===== config.mk =====
export PLATFORM = sky130hd
export DESIGN_NAME = acr_config
export DESIGN_NICKNAME = d
export VERILOG_FILES = /design/src/rtl/acr_pkg.sv /design/src/rtl/acr_config.sv /design/src/rtl/acr_range_decode.sv
export VERILOG_INCLUDE_DIRS = /design/src /design/src/rtl
export SDC_FILE = /design/constraint.sdc
export NUM_CORES = 1
export LEC_CHECK = 0
export BUFFER_PORTS_ARGS = -buffer_cell sky130_fd_sc_hd__buf_2
export CORE_MARGIN = 2
export CORE_UTILIZATION = 40
export DETAILED_ROUTE_END_ITERATION = 12
export GPL_TIMING_DRIVEN = 0
export SKIP_LAST_GASP = 1
export SLEW_MARGIN = 20
export SYNTH_ARGS = -nofsm -noshare
export SYNTH_HDL_FRONTEND = slang
export SYNTH_SLANG_ARGS = --single-unit

===== constraint.sdc =====
create_clock -name sys_clk -period 1.6 [get_ports sys_clk]
set_clock_uncertainty 0.1 [all_clocks]
set_input_delay 0.16 -clock sys_clk [delete_from_list [all_inputs] [get_ports sys_clk]]
set_output_delay 0.16 -clock sys_clk [all_outputs]
set_load 0.02 [all_outputs]

===== src/rtl/acr_defs.svh =====
// constants for the converter channel and input range configuration registers
//
// Contract
// Bits 3:0 of the channel select register choose the converter A input; they reset to zero and can be read and written.
// Converter A channel codes 0 to 7 pick inputs zero to seven, 8 picks the supply monitor and 9 the internal regulator, as for converter B.
// Converter A channel code 1011 makes converter A's result read as the fixed word 0xAAAA for an interface self test.
// The two converter A range registers together set one of three ranges for each of the eight converter A inputs.
// The two converter B range registers together set one of three ranges for each of the eight converter B inputs.
// The first converter A range register sits at address 0x04 and resets to 0x00FF, the widest range on all its inputs.
// Every configuration word carries the register address in bits 15:9, put there by the host on writes and by the device on reads.
// The first converter A range register holds input three at bits 7:6, two at 5:4, one at 3:2 and zero at 1:0, each resetting to 3.
// A range field of 00 or 11 means plus or minus 10 V, 01 means 2.5 V and 10 means 5 V.
// The channel select register sits at address 0x03, resets to 0x0000 and picks the channel or self test for the next conversion.
// Converter B channel code 1011 in bits 7:4 makes converter B's result read as the fixed word 0x5555.
// A reserved channel code is stored as written but gives no defined conversion result.
`ifndef ACR_DEFS_SVH
`define ACR_DEFS_SVH

`define ACR_ADDR_W 7
`define ACR_DATA_W 16
`define ACR_PAYLOAD_W 9
`define ACR_WORD_ADDR_HI 15
`define ACR_WORD_ADDR_LO 9

`define ACR_ADDR_CHAN 7'h03
`define ACR_ADDR_RA1 7'h04
`define ACR_ADDR_RA2 7'h05
`define ACR_ADDR_RB1 7'h06
`define ACR_ADDR_RB2 7'h07

`define ACR_CHAN_RESET 9'h000
`define ACR_RANGE_RESET 9'h0FF

`define ACR_CHA_HI 3
`define ACR_CHA_LO 0
`define ACR_CHB_HI 7
`define ACR_CHB_LO 4
`define ACR_RNG_FIELDS_HI 7
`define ACR_RNG_FIELDS_LO 0

`define ACR_CODE_LAST_INPUT 4'h7
`define ACR_CODE_SUPPLY 4'h8
`define ACR_CODE_REGULATOR 4'h9
`define ACR_CODE_SELFTEST 4'hB
`define ACR_CODE_RESERVED_A 4'hA

`define ACR_PATTERN_A 16'hAAAA
`define ACR_PATTERN_B 16'h5555

`define ACR_RC_10V_LO 2'h0
`define ACR_RC_2V5 2'h1
`define ACR_RC_5V 2'h2
`define ACR_RC_10V_HI 2'h3

`endif


===== src/rtl/acr_pkg.sv =====
// types shared by the channel and range configuration logic
package acr_pkg;
	typedef enum logic [1:0] {
		ACR_RNG_10V,
		ACR_RNG_5V,
		ACR_RNG_2V5
	} acr_range_t;

	typedef enum logic [2:0] {
		ACR_CH_INPUT,
		ACR_CH_SUPPLY,
		ACR_CH_REGULATOR,
		ACR_CH_SELFTEST,
		ACR_CH_RESERVED
	} acr_chan_kind_t;
endpackage


===== src/rtl/acr_config.sv =====
// channel select and input range configuration registers with result self test
`timescale 1ns/1ps
`include "acr_defs.svh"
module acr_config
	import acr_pkg::*;
#(
	parameter int ADDR_W = `ACR_ADDR_W,
	parameter int DATA_W = `ACR_DATA_W,
	parameter int NUM_IN = 8
) (
	input wire logic sys_clk,
	input wire logic nrst,
	input wire logic [ADDR_W-1:0] reg_addr,
	input wire logic [DATA_W-1:0] reg_wdata,
	input wire logic reg_wr,
	input wire logic reg_rd,
	output logic [DATA_W-1:0] reg_rdata,
	input wire logic [DATA_W-1:0] conv_a_raw,
	input wire logic [DATA_W-1:0] conv_b_raw,
	input wire logic conv_raw_valid,
	output logic [DATA_W-1:0] conv_a_result,
	output logic [DATA_W-1:0] conv_b_result,
	output logic conv_result_valid,
	output logic [3:0] conv_a_input_sel,
	output logic [3:0] conv_b_input_sel,
	output acr_chan_kind_t conv_a_chan_kind,
	output acr_chan_kind_t conv_b_chan_kind,
	output acr_range_t conv_a_range [NUM_IN],
	output acr_range_t conv_b_range [NUM_IN]
);
	localparam int PW = `ACR_PAYLOAD_W;
	localparam int FW = 2 * NUM_IN;

	// classify a 4-bit channel code; shared by both converters
	function automatic acr_chan_kind_t chan_kind(input logic [3:0] code);
		acr_chan_kind_t k;
		k = ACR_CH_RESERVED;
		if (code <= `ACR_CODE_LAST_INPUT) begin
			k = ACR_CH_INPUT;
		end else if (code == `ACR_CODE_SUPPLY) begin
			k = ACR_CH_SUPPLY;
		end else if (code == `ACR_CODE_REGULATOR) begin
			k = ACR_CH_REGULATOR;
		end else if (code == `ACR_CODE_SELFTEST) begin
			k = ACR_CH_SELFTEST;
		end
		return k;
	endfunction

	// stored payloads, bits 8:0 of each word
	logic [PW-1:0] chan_reg;
	logic [PW-1:0] ra1_reg;
	logic [PW-1:0] ra2_reg;
	logic [PW-1:0] rb1_reg;
	logic [PW-1:0] rb2_reg;
	logic [DATA_W-1:0] rdata_reg;
	logic [DATA_W-1:0] a_result_reg;
	logic [DATA_W-1:0] b_result_reg;
	logic result_valid_reg;
	acr_chan_kind_t a_kind_reg;
	acr_chan_kind_t b_kind_reg;
	acr_range_t a_range_reg [NUM_IN];
	acr_range_t b_range_reg [NUM_IN];
	logic ra1_touched_reg;

	// address decode
	wire logic sel_chan;
	wire logic sel_ra1;
	wire logic sel_ra2;
	wire logic sel_rb1;
	wire logic sel_rb2;
	wire logic rd_hit;
	wire logic [PW-1:0] wr_payload;
	wire logic [PW-1:0] rd_payload;
	wire logic [DATA_W-1:0] rdata_next;

	assign sel_chan = (reg_addr == `ACR_ADDR_CHAN);
	assign sel_ra1 = (reg_addr == `ACR_ADDR_RA1);
	assign sel_ra2 = (reg_addr == `ACR_ADDR_RA2);
	assign sel_rb1 = (reg_addr == `ACR_ADDR_RB1);
	assign sel_rb2 = (reg_addr == `ACR_ADDR_RB2);
	assign rd_hit = sel_chan | sel_ra1 | sel_ra2 | sel_rb1 | sel_rb2;
	assign wr_payload = reg_wdata[PW-1:0];
	assign rd_payload = sel_chan ? chan_reg :
		sel_ra1 ? ra1_reg :
		sel_ra2 ? ra2_reg :
		sel_rb1 ? rb1_reg :
		sel_rb2 ? rb2_reg : `ACR_CHAN_RESET;
	// the word read back carries its own address in the top bits
	assign rdata_next = (reg_rd && rd_hit) ? {reg_addr, rd_payload} : '0;

	// field views
	wire logic [3:0] conv_a_sel_field;
	wire logic [3:0] conv_b_sel_field;
	wire logic [1:0] conv_a_in0_range;
	wire logic [1:0] conv_a_in1_range;
	wire logic [1:0] conv_a_in2_range;
	wire logic [1:0] conv_a_in3_range;
	wire logic [FW-1:0] a_fields;
	wire logic [FW-1:0] b_fields;
	wire acr_chan_kind_t a_kind_next;
	wire acr_chan_kind_t b_kind_next;
	wire logic a_selftest;
	wire logic b_selftest;

	assign conv_a_sel_field = chan_reg[`ACR_CHA_HI:`ACR_CHA_LO];
	assign conv_b_sel_field = chan_reg[`ACR_CHB_HI:`ACR_CHB_LO];
	assign conv_a_in0_range = ra1_reg[1:0];
	assign conv_a_in1_range = ra1_reg[3:2];
	assign conv_a_in2_range = ra1_reg[5:4];
	assign conv_a_in3_range = ra1_reg[7:6];
	// low register serves inputs 0..3, high register inputs 4..7
	assign a_fields = {ra2_reg[`ACR_RNG_FIELDS_HI:`ACR_RNG_FIELDS_LO],
		conv_a_in3_range, conv_a_in2_range, conv_a_in1_range, conv_a_in0_range};
	assign b_fields = {rb2_reg[`ACR_RNG_FIELDS_HI:`ACR_RNG_FIELDS_LO],
		rb1_reg[`ACR_RNG_FIELDS_HI:`ACR_RNG_FIELDS_LO]};
	assign a_kind_next = chan_kind(conv_a_sel_field);
	assign b_kind_next = chan_kind(conv_b_sel_field);
	assign a_selftest = (conv_a_sel_field == `ACR_CODE_SELFTEST);
	assign b_selftest = (conv_b_sel_field == `ACR_CODE_SELFTEST);

	// per-input range decode
	acr_range_t a_range_next [NUM_IN];
	acr_range_t b_range_next [NUM_IN];
	for (genvar i = 0; i < NUM_IN; i++) begin : g_rng
		acr_range_decode u_dec_a (
			.code(a_fields[2*i+1:2*i]),
			.range(a_range_next[i])
		);
		acr_range_decode u_dec_b (
			.code(b_fields[2*i+1:2*i]),
			.range(b_range_next[i])
		);
	end

	// register file; reserved codes are stored as written
	always_ff @(posedge sys_clk or negedge nrst) begin
		if (!nrst) begin
			chan_reg <= `ACR_CHAN_RESET;
			ra1_reg <= `ACR_RANGE_RESET;
			ra2_reg <= `ACR_RANGE_RESET;
			rb1_reg <= `ACR_RANGE_RESET;
			rb2_reg <= `ACR_RANGE_RESET;
		end else if (reg_wr) begin
			if (sel_chan) chan_reg <= wr_payload;
			if (sel_ra1) ra1_reg <= wr_payload;
			if (sel_ra2) ra2_reg <= wr_payload;
			if (sel_rb1) rb1_reg <= wr_payload;
			if (sel_rb2) rb2_reg <= wr_payload;
		end
	end

	// read data stands for exactly one cycle after the strobe
	always_ff @(posedge sys_clk or negedge nrst) begin
		if (!nrst) begin
			rdata_reg <= '0;
		end else begin
			rdata_reg <= rdata_next;
		end
	end

	// conversion results, with the fixed self test patterns substituted
	always_ff @(posedge sys_clk or negedge nrst) begin
		if (!nrst) begin
			a_result_reg <= '0;
			b_result_reg <= '0;
			result_valid_reg <= 1'b0;
		end else begin
			result_valid_reg <= conv_raw_valid;
			if (conv_raw_valid) begin
				a_result_reg <= a_selftest ? `ACR_PATTERN_A : conv_a_raw;
				b_result_reg <= b_selftest ? `ACR_PATTERN_B : conv_b_raw;
			end
		end
	end

	// decoded configuration, registered for the datapath
	always_ff @(posedge sys_clk or negedge nrst) begin
		if (!nrst) begin
			a_kind_reg <= ACR_CH_INPUT;
			b_kind_reg <= ACR_CH_INPUT;
			for (int i = 0; i < NUM_IN; i++) begin
				a_range_reg[i] <= ACR_RNG_10V;
				b_range_reg[i] <= ACR_RNG_10V;
			end
		end else begin
			a_kind_reg <= a_kind_next;
			b_kind_reg <= b_kind_next;
			for (int i = 0; i < NUM_IN; i++) begin
				a_range_reg[i] <= a_range_next[i];
				b_range_reg[i] <= b_range_next[i];
			end
		end
	end

	// remembers whether the low A range word was ever written since reset
	always_ff @(posedge sys_clk or negedge nrst) begin
		if (!nrst) begin
			ra1_touched_reg <= 1'b0;
		end else if (reg_wr && sel_ra1) begin
			ra1_touched_reg <= 1'b1;
		end
	end

	assign reg_rdata = rdata_reg;
	assign conv_a_result = a_result_reg;
	assign conv_b_result = b_result_reg;
	assign conv_result_valid = result_valid_reg;
	assign conv_a_input_sel = chan_reg[`ACR_CHA_HI:`ACR_CHA_LO];
	assign conv_b_input_sel = chan_reg[`ACR_CHB_HI:`ACR_CHB_LO];
	assign conv_a_chan_kind = a_kind_reg;
	assign conv_b_chan_kind = b_kind_reg;
	assign conv_a_range = a_range_reg;
	assign conv_b_range = b_range_reg;

	property p_chan_write;
		@(posedge sys_clk) disable iff (!nrst)
		(reg_wr && sel_chan) |=> (conv_a_input_sel == $past(reg_wdata[3:0]));
	endproperty
	a_chan_write: assert property (p_chan_write)
		else $error("channel A select did not take the written value");

	property p_input_kind;
		@(posedge sys_clk) disable iff (!nrst)
		(conv_a_input_sel <= `ACR_CODE_LAST_INPUT) |=> (conv_a_chan_kind == ACR_CH_INPUT);
	endproperty
	a_input_kind: assert property (p_input_kind)
		else $error("channel A input code not classed as an analog input");

	property p_selftest_a;
		@(posedge sys_clk) disable iff (!nrst)
		(conv_raw_valid && conv_a_input_sel == `ACR_CODE_SELFTEST)
			|=> (conv_a_result == `ACR_PATTERN_A) && conv_result_valid;
	endproperty
	a_selftest_a: assert property (p_selftest_a)
		else $error("converter A self test pattern missing");

	property p_range_a_high;
		@(posedge sys_clk) disable iff (!nrst)
		(reg_wr && sel_ra2 && reg_wdata[1:0] == `ACR_RC_2V5) ##1 !(reg_wr && sel_ra2)
			|-> ##1 (conv_a_range[4] == ACR_RNG_2V5);
	endproperty
	a_range_a_high: assert property (p_range_a_high)
		else $error("converter A input 4 range not set from high register");

	property p_range_b_low;
		@(posedge sys_clk) disable iff (!nrst)
		(reg_wr && sel_rb1 && reg_wdata[1:0] == `ACR_RC_5V) ##1 !(reg_wr && sel_rb1)
			|-> ##1 (conv_b_range[0] == ACR_RNG_5V);
	endproperty
	a_range_b_low: assert property (p_range_b_low)
		else $error("converter B input 0 range not set from low register");

	property p_ra1_reset;
		@(posedge sys_clk) disable iff (!nrst)
		(reg_rd && sel_ra1 && !ra1_touched_reg)
			|=> (reg_rdata == {`ACR_ADDR_RA1, `ACR_RANGE_RESET});
	endproperty
	a_ra1_reset: assert property (p_ra1_reset)
		else $error("low A range register lost its reset value");

	property p_read_addr;
		@(posedge sys_clk) disable iff (!nrst)
		(reg_rd && rd_hit) |=>
			(reg_rdata[`ACR_WORD_ADDR_HI:`ACR_WORD_ADDR_LO] == $past(reg_addr))
			##1 (reg_rdata == '0 || $past(reg_rd));
	endproperty
	a_read_addr: assert property (p_read_addr)
		else $error("read word does not carry its address or overstays");

	property p_field_pos;
		@(posedge sys_clk) disable iff (!nrst)
		(reg_wr && sel_ra1) |=> (conv_a_in3_range == $past(reg_wdata[7:6]))
			&& (conv_a_in0_range == $past(reg_wdata[1:0]));
	endproperty
	a_field_pos: assert property (p_field_pos)
		else $error("low A range fields misplaced");

	property p_wide_code;
		@(posedge sys_clk) disable iff (!nrst)
		(reg_wr && sel_ra1 && reg_wdata[7:6] == `ACR_RC_10V_LO) ##1 !(reg_wr && sel_ra1)
			|-> ##1 (conv_a_range[3] == ACR_RNG_10V);
	endproperty
	a_wide_code: assert property (p_wide_code)
		else $error("range code 00 not decoded as widest range");

	property p_chan_read;
		@(posedge sys_clk) disable iff (!nrst)
		(reg_rd && sel_chan) |=> (reg_rdata[3:0] == $past(conv_a_input_sel))
			&& (reg_rdata[`ACR_WORD_ADDR_HI:`ACR_WORD_ADDR_LO] == `ACR_ADDR_CHAN);
	endproperty
	a_chan_read: assert property (p_chan_read)
		else $error("channel select read back wrong");

	property p_selftest_b;
		@(posedge sys_clk) disable iff (!nrst)
		(conv_raw_valid && conv_b_input_sel == `ACR_CODE_SELFTEST)
			|=> (conv_b_result == `ACR_PATTERN_B);
	endproperty
	a_selftest_b: assert property (p_selftest_b)
		else $error("converter B self test pattern missing");

	property p_reserved;
		@(posedge sys_clk) disable iff (!nrst)
		(reg_wr && sel_chan && reg_wdata[3:0] == `ACR_CODE_RESERVED_A)
			##1 !(reg_wr && sel_chan)
			|-> (conv_a_input_sel == `ACR_CODE_RESERVED_A)
			##1 (conv_a_chan_kind == ACR_CH_RESERVED);
	endproperty
	a_reserved: assert property (p_reserved)
		else $error("reserved channel code not stored or not flagged");

	property p_supply_kind;
		@(posedge sys_clk) disable iff (!nrst)
		(conv_a_input_sel == `ACR_CODE_SUPPLY) |=> (conv_a_chan_kind == ACR_CH_SUPPLY);
	endproperty
	a_supply_kind: assert property (p_supply_kind)
		else $error("channel A supply code not classed as supply monitor");

	property p_regulator_kind;
		@(posedge sys_clk) disable iff (!nrst)
		(conv_a_input_sel == `ACR_CODE_REGULATOR) |=> (conv_a_chan_kind == ACR_CH_REGULATOR);
	endproperty
	a_regulator_kind: assert property (p_regulator_kind)
		else $error("channel A regulator code not classed as regulator");

	property p_b_chan_write;
		@(posedge sys_clk) disable iff (!nrst)
		(reg_wr && sel_chan) |=> (conv_b_input_sel == $past(reg_wdata[7:4]));
	endproperty
	a_b_chan_write: assert property (p_b_chan_write)
		else $error("channel B select did not take the written value");

	property p_unmapped_read;
		@(posedge sys_clk) disable iff (!nrst)
		(reg_rd && !rd_hit) |=> (reg_rdata == '0);
	endproperty
	a_unmapped_read: assert property (p_unmapped_read)
		else $error("read of an unmapped address returned data");

	property p_range_b_high;
		@(posedge sys_clk) disable iff (!nrst)
		(reg_wr && sel_rb2 && reg_wdata[7:6] == `ACR_RC_2V5) ##1 !(reg_wr && sel_rb2)
			|-> ##1 (conv_b_range[7] == ACR_RNG_2V5);
	endproperty
	a_range_b_high: assert property (p_range_b_high)
		else $error("converter B input 7 range not set from high register");

	property p_range_a_mid;
		@(posedge sys_clk) disable iff (!nrst)
		(reg_wr && sel_ra1 && reg_wdata[3:2] == `ACR_RC_5V) ##1 !(reg_wr && sel_ra1)
			|-> ##1 (conv_a_range[1] == ACR_RNG_5V);
	endproperty
	a_range_a_mid: assert property (p_range_a_mid)
		else $error("range code 10 on input 1 not decoded as 5 V range");
endmodule


===== src/rtl/acr_range_decode.sv =====
// decode of one 2-bit input range field into its range class
`timescale 1ns/1ps
`include "acr_defs.svh"
module acr_range_decode
	import acr_pkg::*;
(
	input wire logic [1:0] code,
	output acr_range_t range
);
	wire logic is_2v5;
	wire logic is_5v;

	assign is_2v5 = (code == `ACR_RC_2V5);
	assign is_5v = (code == `ACR_RC_5V);
	// both remaining codes select the widest range
	assign range = is_2v5 ? ACR_RNG_2V5 : (is_5v ? ACR_RNG_5V : ACR_RNG_10V);
endmodule


======== Word level (Yosys, flattened, before mapping) ========
Index checks and enable logic that the tools add are counted.
word-level totals
  flip-flop bits (word level) ............. 132
  input port bits ......................... 60
operators by class
  reductions and logical operators ........ 6
  equality and inequality tests ........... 43
  $lt $le $gt $ge ......................... 2
  multiplexer cells ....................... 48
  bitwise logic cells ..................... 4
operator list
  cell                number
  $mux 16             3
  $mux 9              5
  $eq 2x1->1 const B  16
  $eq 2x2->1 const B  16
  $mux 2              16
  $eq 7x3->1 const B  4
  $eq 4x4->1 const B  6
  $mux 3              8
  $mux 1              16
  $reduce_and 2->1    5
  $le 4x3->1 const B  2
  $eq 7x2->1 const B  1
  $or 1x1->1          4
  $logic_and 1x1->1   1

======== Longest topological paths before layout ========
  depth in word-level cells ............... 7
  gate-level depth with buffers ........... 6
  depth with buffers taken out ............ 4

======== Modules after synthesis ========
From an unflattened synthesis, not the netlist that was laid out.
unflattened totals
  cell total of the unflattened synthesis .. 366
  area, all modules ....................... 5211.2 µm²
modules (own cells, without submodules)
  module            instances  cells an instance  area each (µm²)
  acr_config        1          318                4850.9
  acr_range_decode  16         3                  22.5

======== Least setup slack after synthesis ========
No wires, ideal clock.
  path kind ............................... input-to-reg
  start ................................... input port reg_addr[3]
  end ..................................... register ra1_reg[8]
  data required time ...................... 1375 ps
  cell stages on the path ................. 5
  buffers on the path ..................... 1
  setup slack ............................. -17 ps
  setup time .............................. 125 ps
  data arrival time ....................... 1392 ps
  path through ............................ nor4_4 nand3_2 or3_1 buf_6 mux2_4
on the way
  cells in the longest elaborated chain, start to end .. 2
ends and longest elaborated chain
  element                     line               text
  start, declared             acr_config.sv:13   input wire logic [ADDR_W-1:0] reg_addr,
  $eq 7x3->1 (no line)        -
  $reduce_and 2->1 (no line)  -
  end signal, assigned        acr_config.sv:140  ra1_reg <= `ACR_RANGE_RESET;
  end signal, assigned        acr_config.sv:146  if (sel_ra1) ra1_reg <= wr_payload;
  end, declared               acr_config.sv:52   logic [PW-1:0] ra1_reg;
Every way passes these cells.
A chain may end at the register's enable or synchronous reset.

======== Worst setup path after layout ========
  start ................................... input port conv_raw_valid
  end ..................................... register b_result_reg[5], in the netlist conv_b_result[5]
RTL lines
  element               line               text
  start, declared       acr_config.sv:20   input wire logic conv_raw_valid,
  end signal, assigned  acr_config.sv:172  b_result_reg <= b_selftest ? `ACR_PATTERN_B : conv_b_raw;
  end, declared         acr_config.sv:58   logic [DATA_W-1:0] b_result_reg;
No word-level cell between the ends.

==> flow_summary_export.csv <==
group,metric,value,unit
timing,holdWs,0.0589,ns
global_route,grt_max_degree,68,
logic_synthesis,syn_area_per_cell,13.1,um2
critical_path,slowest_stage,"dlygate4sd3_1",
timing,relSlewSlack,0.595,
timing,clock.fmax,0.651,GHz
logic_synthesis,yosysSeqAreaShare,0.650,
logic_synthesis,yosysTopAreaCell,"dfrtp_1",
power_and_ir_drop,power.switching,2.06,mW
logic_synthesis,synth_edf_count,0,
clock_network,htree_levels,4,
floorplanning,rows,41,
critical_path,critPathLaunchType,"input pin",
final_layout,area_growth,40.7,%
critical_path,rr_worst_depth,4,
critical_path,crit_type,"input pin to flop",
final_layout,diodes,0,
power_and_ir_drop,power_frac_clock,0.439,
floorplanning,coreArea,0.0126,mm2
power_and_ir_drop,power.internal,6.59,mW
global_route,grt_pass1_vias,3878,
min_path,hp-class,"input pin to flop",
drt,drtIter0Drc,166,
logic_synthesis,synth_area_leaders,"dfrtp_1 49%, dfstp_2 16%, mux2_2 7.9%, nor2b_1 4.9%, o22a_1 2.7%",
logic_synthesis,synthesis.area,0.00515,mm2
drt,wl,12000,um
floorplanning,io_pins,155,
logic_synthesis,ys_types,38,
power_and_ir_drop,pwr-share-seq,0.439,
timing,setup_viol,0,
run_status,status,"completed",
critical_path,crit_buf_inv,4,
timing,finalCritPeriodShare,0.961,
placed_design,gp_congestion,0.791,
logic_synthesis,yosys_warnings,0,
logic_synthesis,synth_ff_type,"dfrtp_1",
placed_design,numPortBuffers,147,
logic_synthesis,async_flop_share,1.00,
power_and_ir_drop,p_per_area,1190,mW/mm2
power_and_ir_drop,combPwrFrac,0.122,
critical_path,crit_chain,"dlygate4sd3_1, buf_2, clkbuf_1, buf_1, o21ai_0",
power_and_ir_drop,p_sw_frac,0.238,
critical_path,r2r_end,"conv_a_result[3]$_DFFE_PN0P_",
drt,detail-route-antenna-nets,0,
critical_path,slowest_delay,0.53,ns
timing,hold_violations,0,
logic_synthesis,ys_ff_latch,132,
timing,rsz0062_at_grt,"true",
final_layout,nets,670,
global_route,grt_pass1_wl,20000,um
floorplanning,die_area,0.0138,mm2
floorplanning,initial_core_util,0.409,
timing,fin_setup_tns,0,ns
clock_network,cts.sinks,132,
clock_network,clock_latency,0.41,ns
power_and_ir_drop,leakagePower,3.64,nW
final_layout,drive_above_1_share,0.445,
global_route,antenna_found_initial,0,
logic_synthesis,yosysTopAreaCellShare,0.486,
clock_network,cts-root-buf,"clkbuf_16",
final_layout,final_common_cell,"buf_2",
logic_synthesis,synthCells,393,
floorplanning,die_y,117,um
critical_path,end_kind,"flop",
placed_design,dp_hpwl,8350,um
placed_design,placed_area,0.00614,mm2
drt,viasPerCell,4.70,
drt,dr.pass1.iters,4,
final_layout,final_cell_mix,"149 x buf_2, 100 x dfrtp_1, 45 x dlygate4sd3_1",
clock_network,clock_path_buffers,2,
critical_path,critical_path_required,1.76,ns
power_and_ir_drop,vdd_drop_max,710,uV
critical_path,crit_fanout,10,
drt,wl_per_cell,15.1,um
final_layout,fin_area,0.00724,mm2
min_path,whs_endpoint,"reg_rdata[11]$_DFF_PN0_",
global_route,grt.total_usage,0.187,
global_route,grt_overflow,0,
clock_network,tritoncts,"built",
critical_path,worstPathArrival,1.70,ns
min_path,min-delay-start,"reg_addr[6]",
drt,vias,3739,
job,max_cap_viol_count,0,
min_path,min_path_cells,3,
timing,slew_violations,0,
floorplanning,die_x,117,um
timing,fin_crit,1.54,ns
critical_path,ff2ff_setup_slack,0.13,ns
clock_network,clk_pin_slew,0.05,ns
critical_path,critPathTopFamily,"buffers and inverters",
timing,worst_slew_pin_slew,0.607,ns
critical_path,crit_path_start,"conv_raw_valid",
drt,drc,0,
clock_network,cts_made_buffers,17,
critical_path,r2r_start,"chan_reg[2]$_DFFE_PN0P_",
## Yosys cell counts, types with 2 or more instances
cell type  count
a21boi_1       2
inv_1         19
nand2_1       29
nor2b_1       40
o21a_1         2
a221oi_1       5
a21oi_1       15
o32a_1         2
dfrtp_1      100
mux2_4         9
nor4b_1        2
o21ai_0       18
buf_2          4
a31oi_1        2
nand2b_1       2
nor2_1        10
dfstp_2       32
o22a_1        16
mux2i_1        4
nor3_1         6
o22ai_1        5
and3b_1        2
mux2_2        36
buf_4          8
clkbuf_1       8
nor4_1         3
## cells by family after synthesis
| kind of cell | count (synthesis) | share of synthesized area |
|---|---|---|
| buffers and inverters | 41 | 0.0382 |
| flip-flops | 132 | 0.650 |
| multiplexers | 49 | 0.113 |
| AO/OA/AOI/OAI | 67 | 0.0861 |
| other | 1 | 0.000729 |
| AND/OR/NAND/NOR | 103 | 0.113 |
## power by group through the flow
stage	clock, mW	sequential, mW	combinational, mW
after CTS	3.91	3.80	1.06
final	3.80	3.80	1.05
after floorplan	0	4.01	0.370
after detailed placement	0	3.85	0.971
after global routing	4.07	3.83	1.15
after global placement	0	3.84	0.944
## layout make-up
cell class	instances	area [um2]
plain buffers	22	128
fillers	1067	5330
well taps	172	215
multi-input cells	223	1640
clock inverters	9	100
inverters	19	71.3
repair buffers	195	1250
flip-flops and latches	132	3340
clock buffers	23	498
## worst reg2reg max path: cells and delay by family (launching register included)
family           cells  cell delay (ns)
AO/OA/AOI/OAI        1             0.20
flip-flops           1             0.44
AND/OR/NAND/NOR      3             0.68
## routing by layer
layer,routed length [um],GRT usage,vias to the layer above
met1,5050,0.228,1855
met5,0,0,-
met3,473,0.0506,21
met2,6180,0.307,89
li1,-,-,1774
met4,313,0.0911,0
## worst max-delay path by stage
stage	endpoint	slack [ns]	depth (start not counted)
3_3_place_gp	conv_b_result[14]$_DFFE_PN0P_	-1.35	1
4_1_cts	rb2_reg[8]$_DFFE_PN0P_	0.000008	5
6_report	conv_b_result[5]$_DFFE_PN0P_	0.06	5
2_1_floorplan	ra1_reg[8]$_DFFE_PN0P_	-0.02	5
5_1_grt	conv_a_result[10]$_DFFE_PN0P_	-0.03	5
3_5_place_dp	rb2_reg[8]$_DFFE_PN0P_	-0.44	5
## per-stage QoR
stage / util / instances / total power [mW] / setup slack (ns)
detailed placement: 0.489 / 716 / 4.82 / -0.440
global route: 0.576 / 795 / 9.04 / -0.0326
global placement: 0.486 / 715 / 4.78 / -1.35
finish: 0.576 / 795 / 8.65 / 0.0628
CTS: 0.573 / 793 / 8.76 / 0.00000810
floorplan: - / 396 / 4.38 / -0.0167
## repair_timing
action | CTS | global route
pin swaps | 1 | 2
buffers inserted | 0 | 2
hold endpoints to repair | 140 | 0
setup endpoints to repair | 17 | 29
gates resized for setup | 2 | 5
hold buffers | 45 | 0
Power figures use the tool's default switching activity.
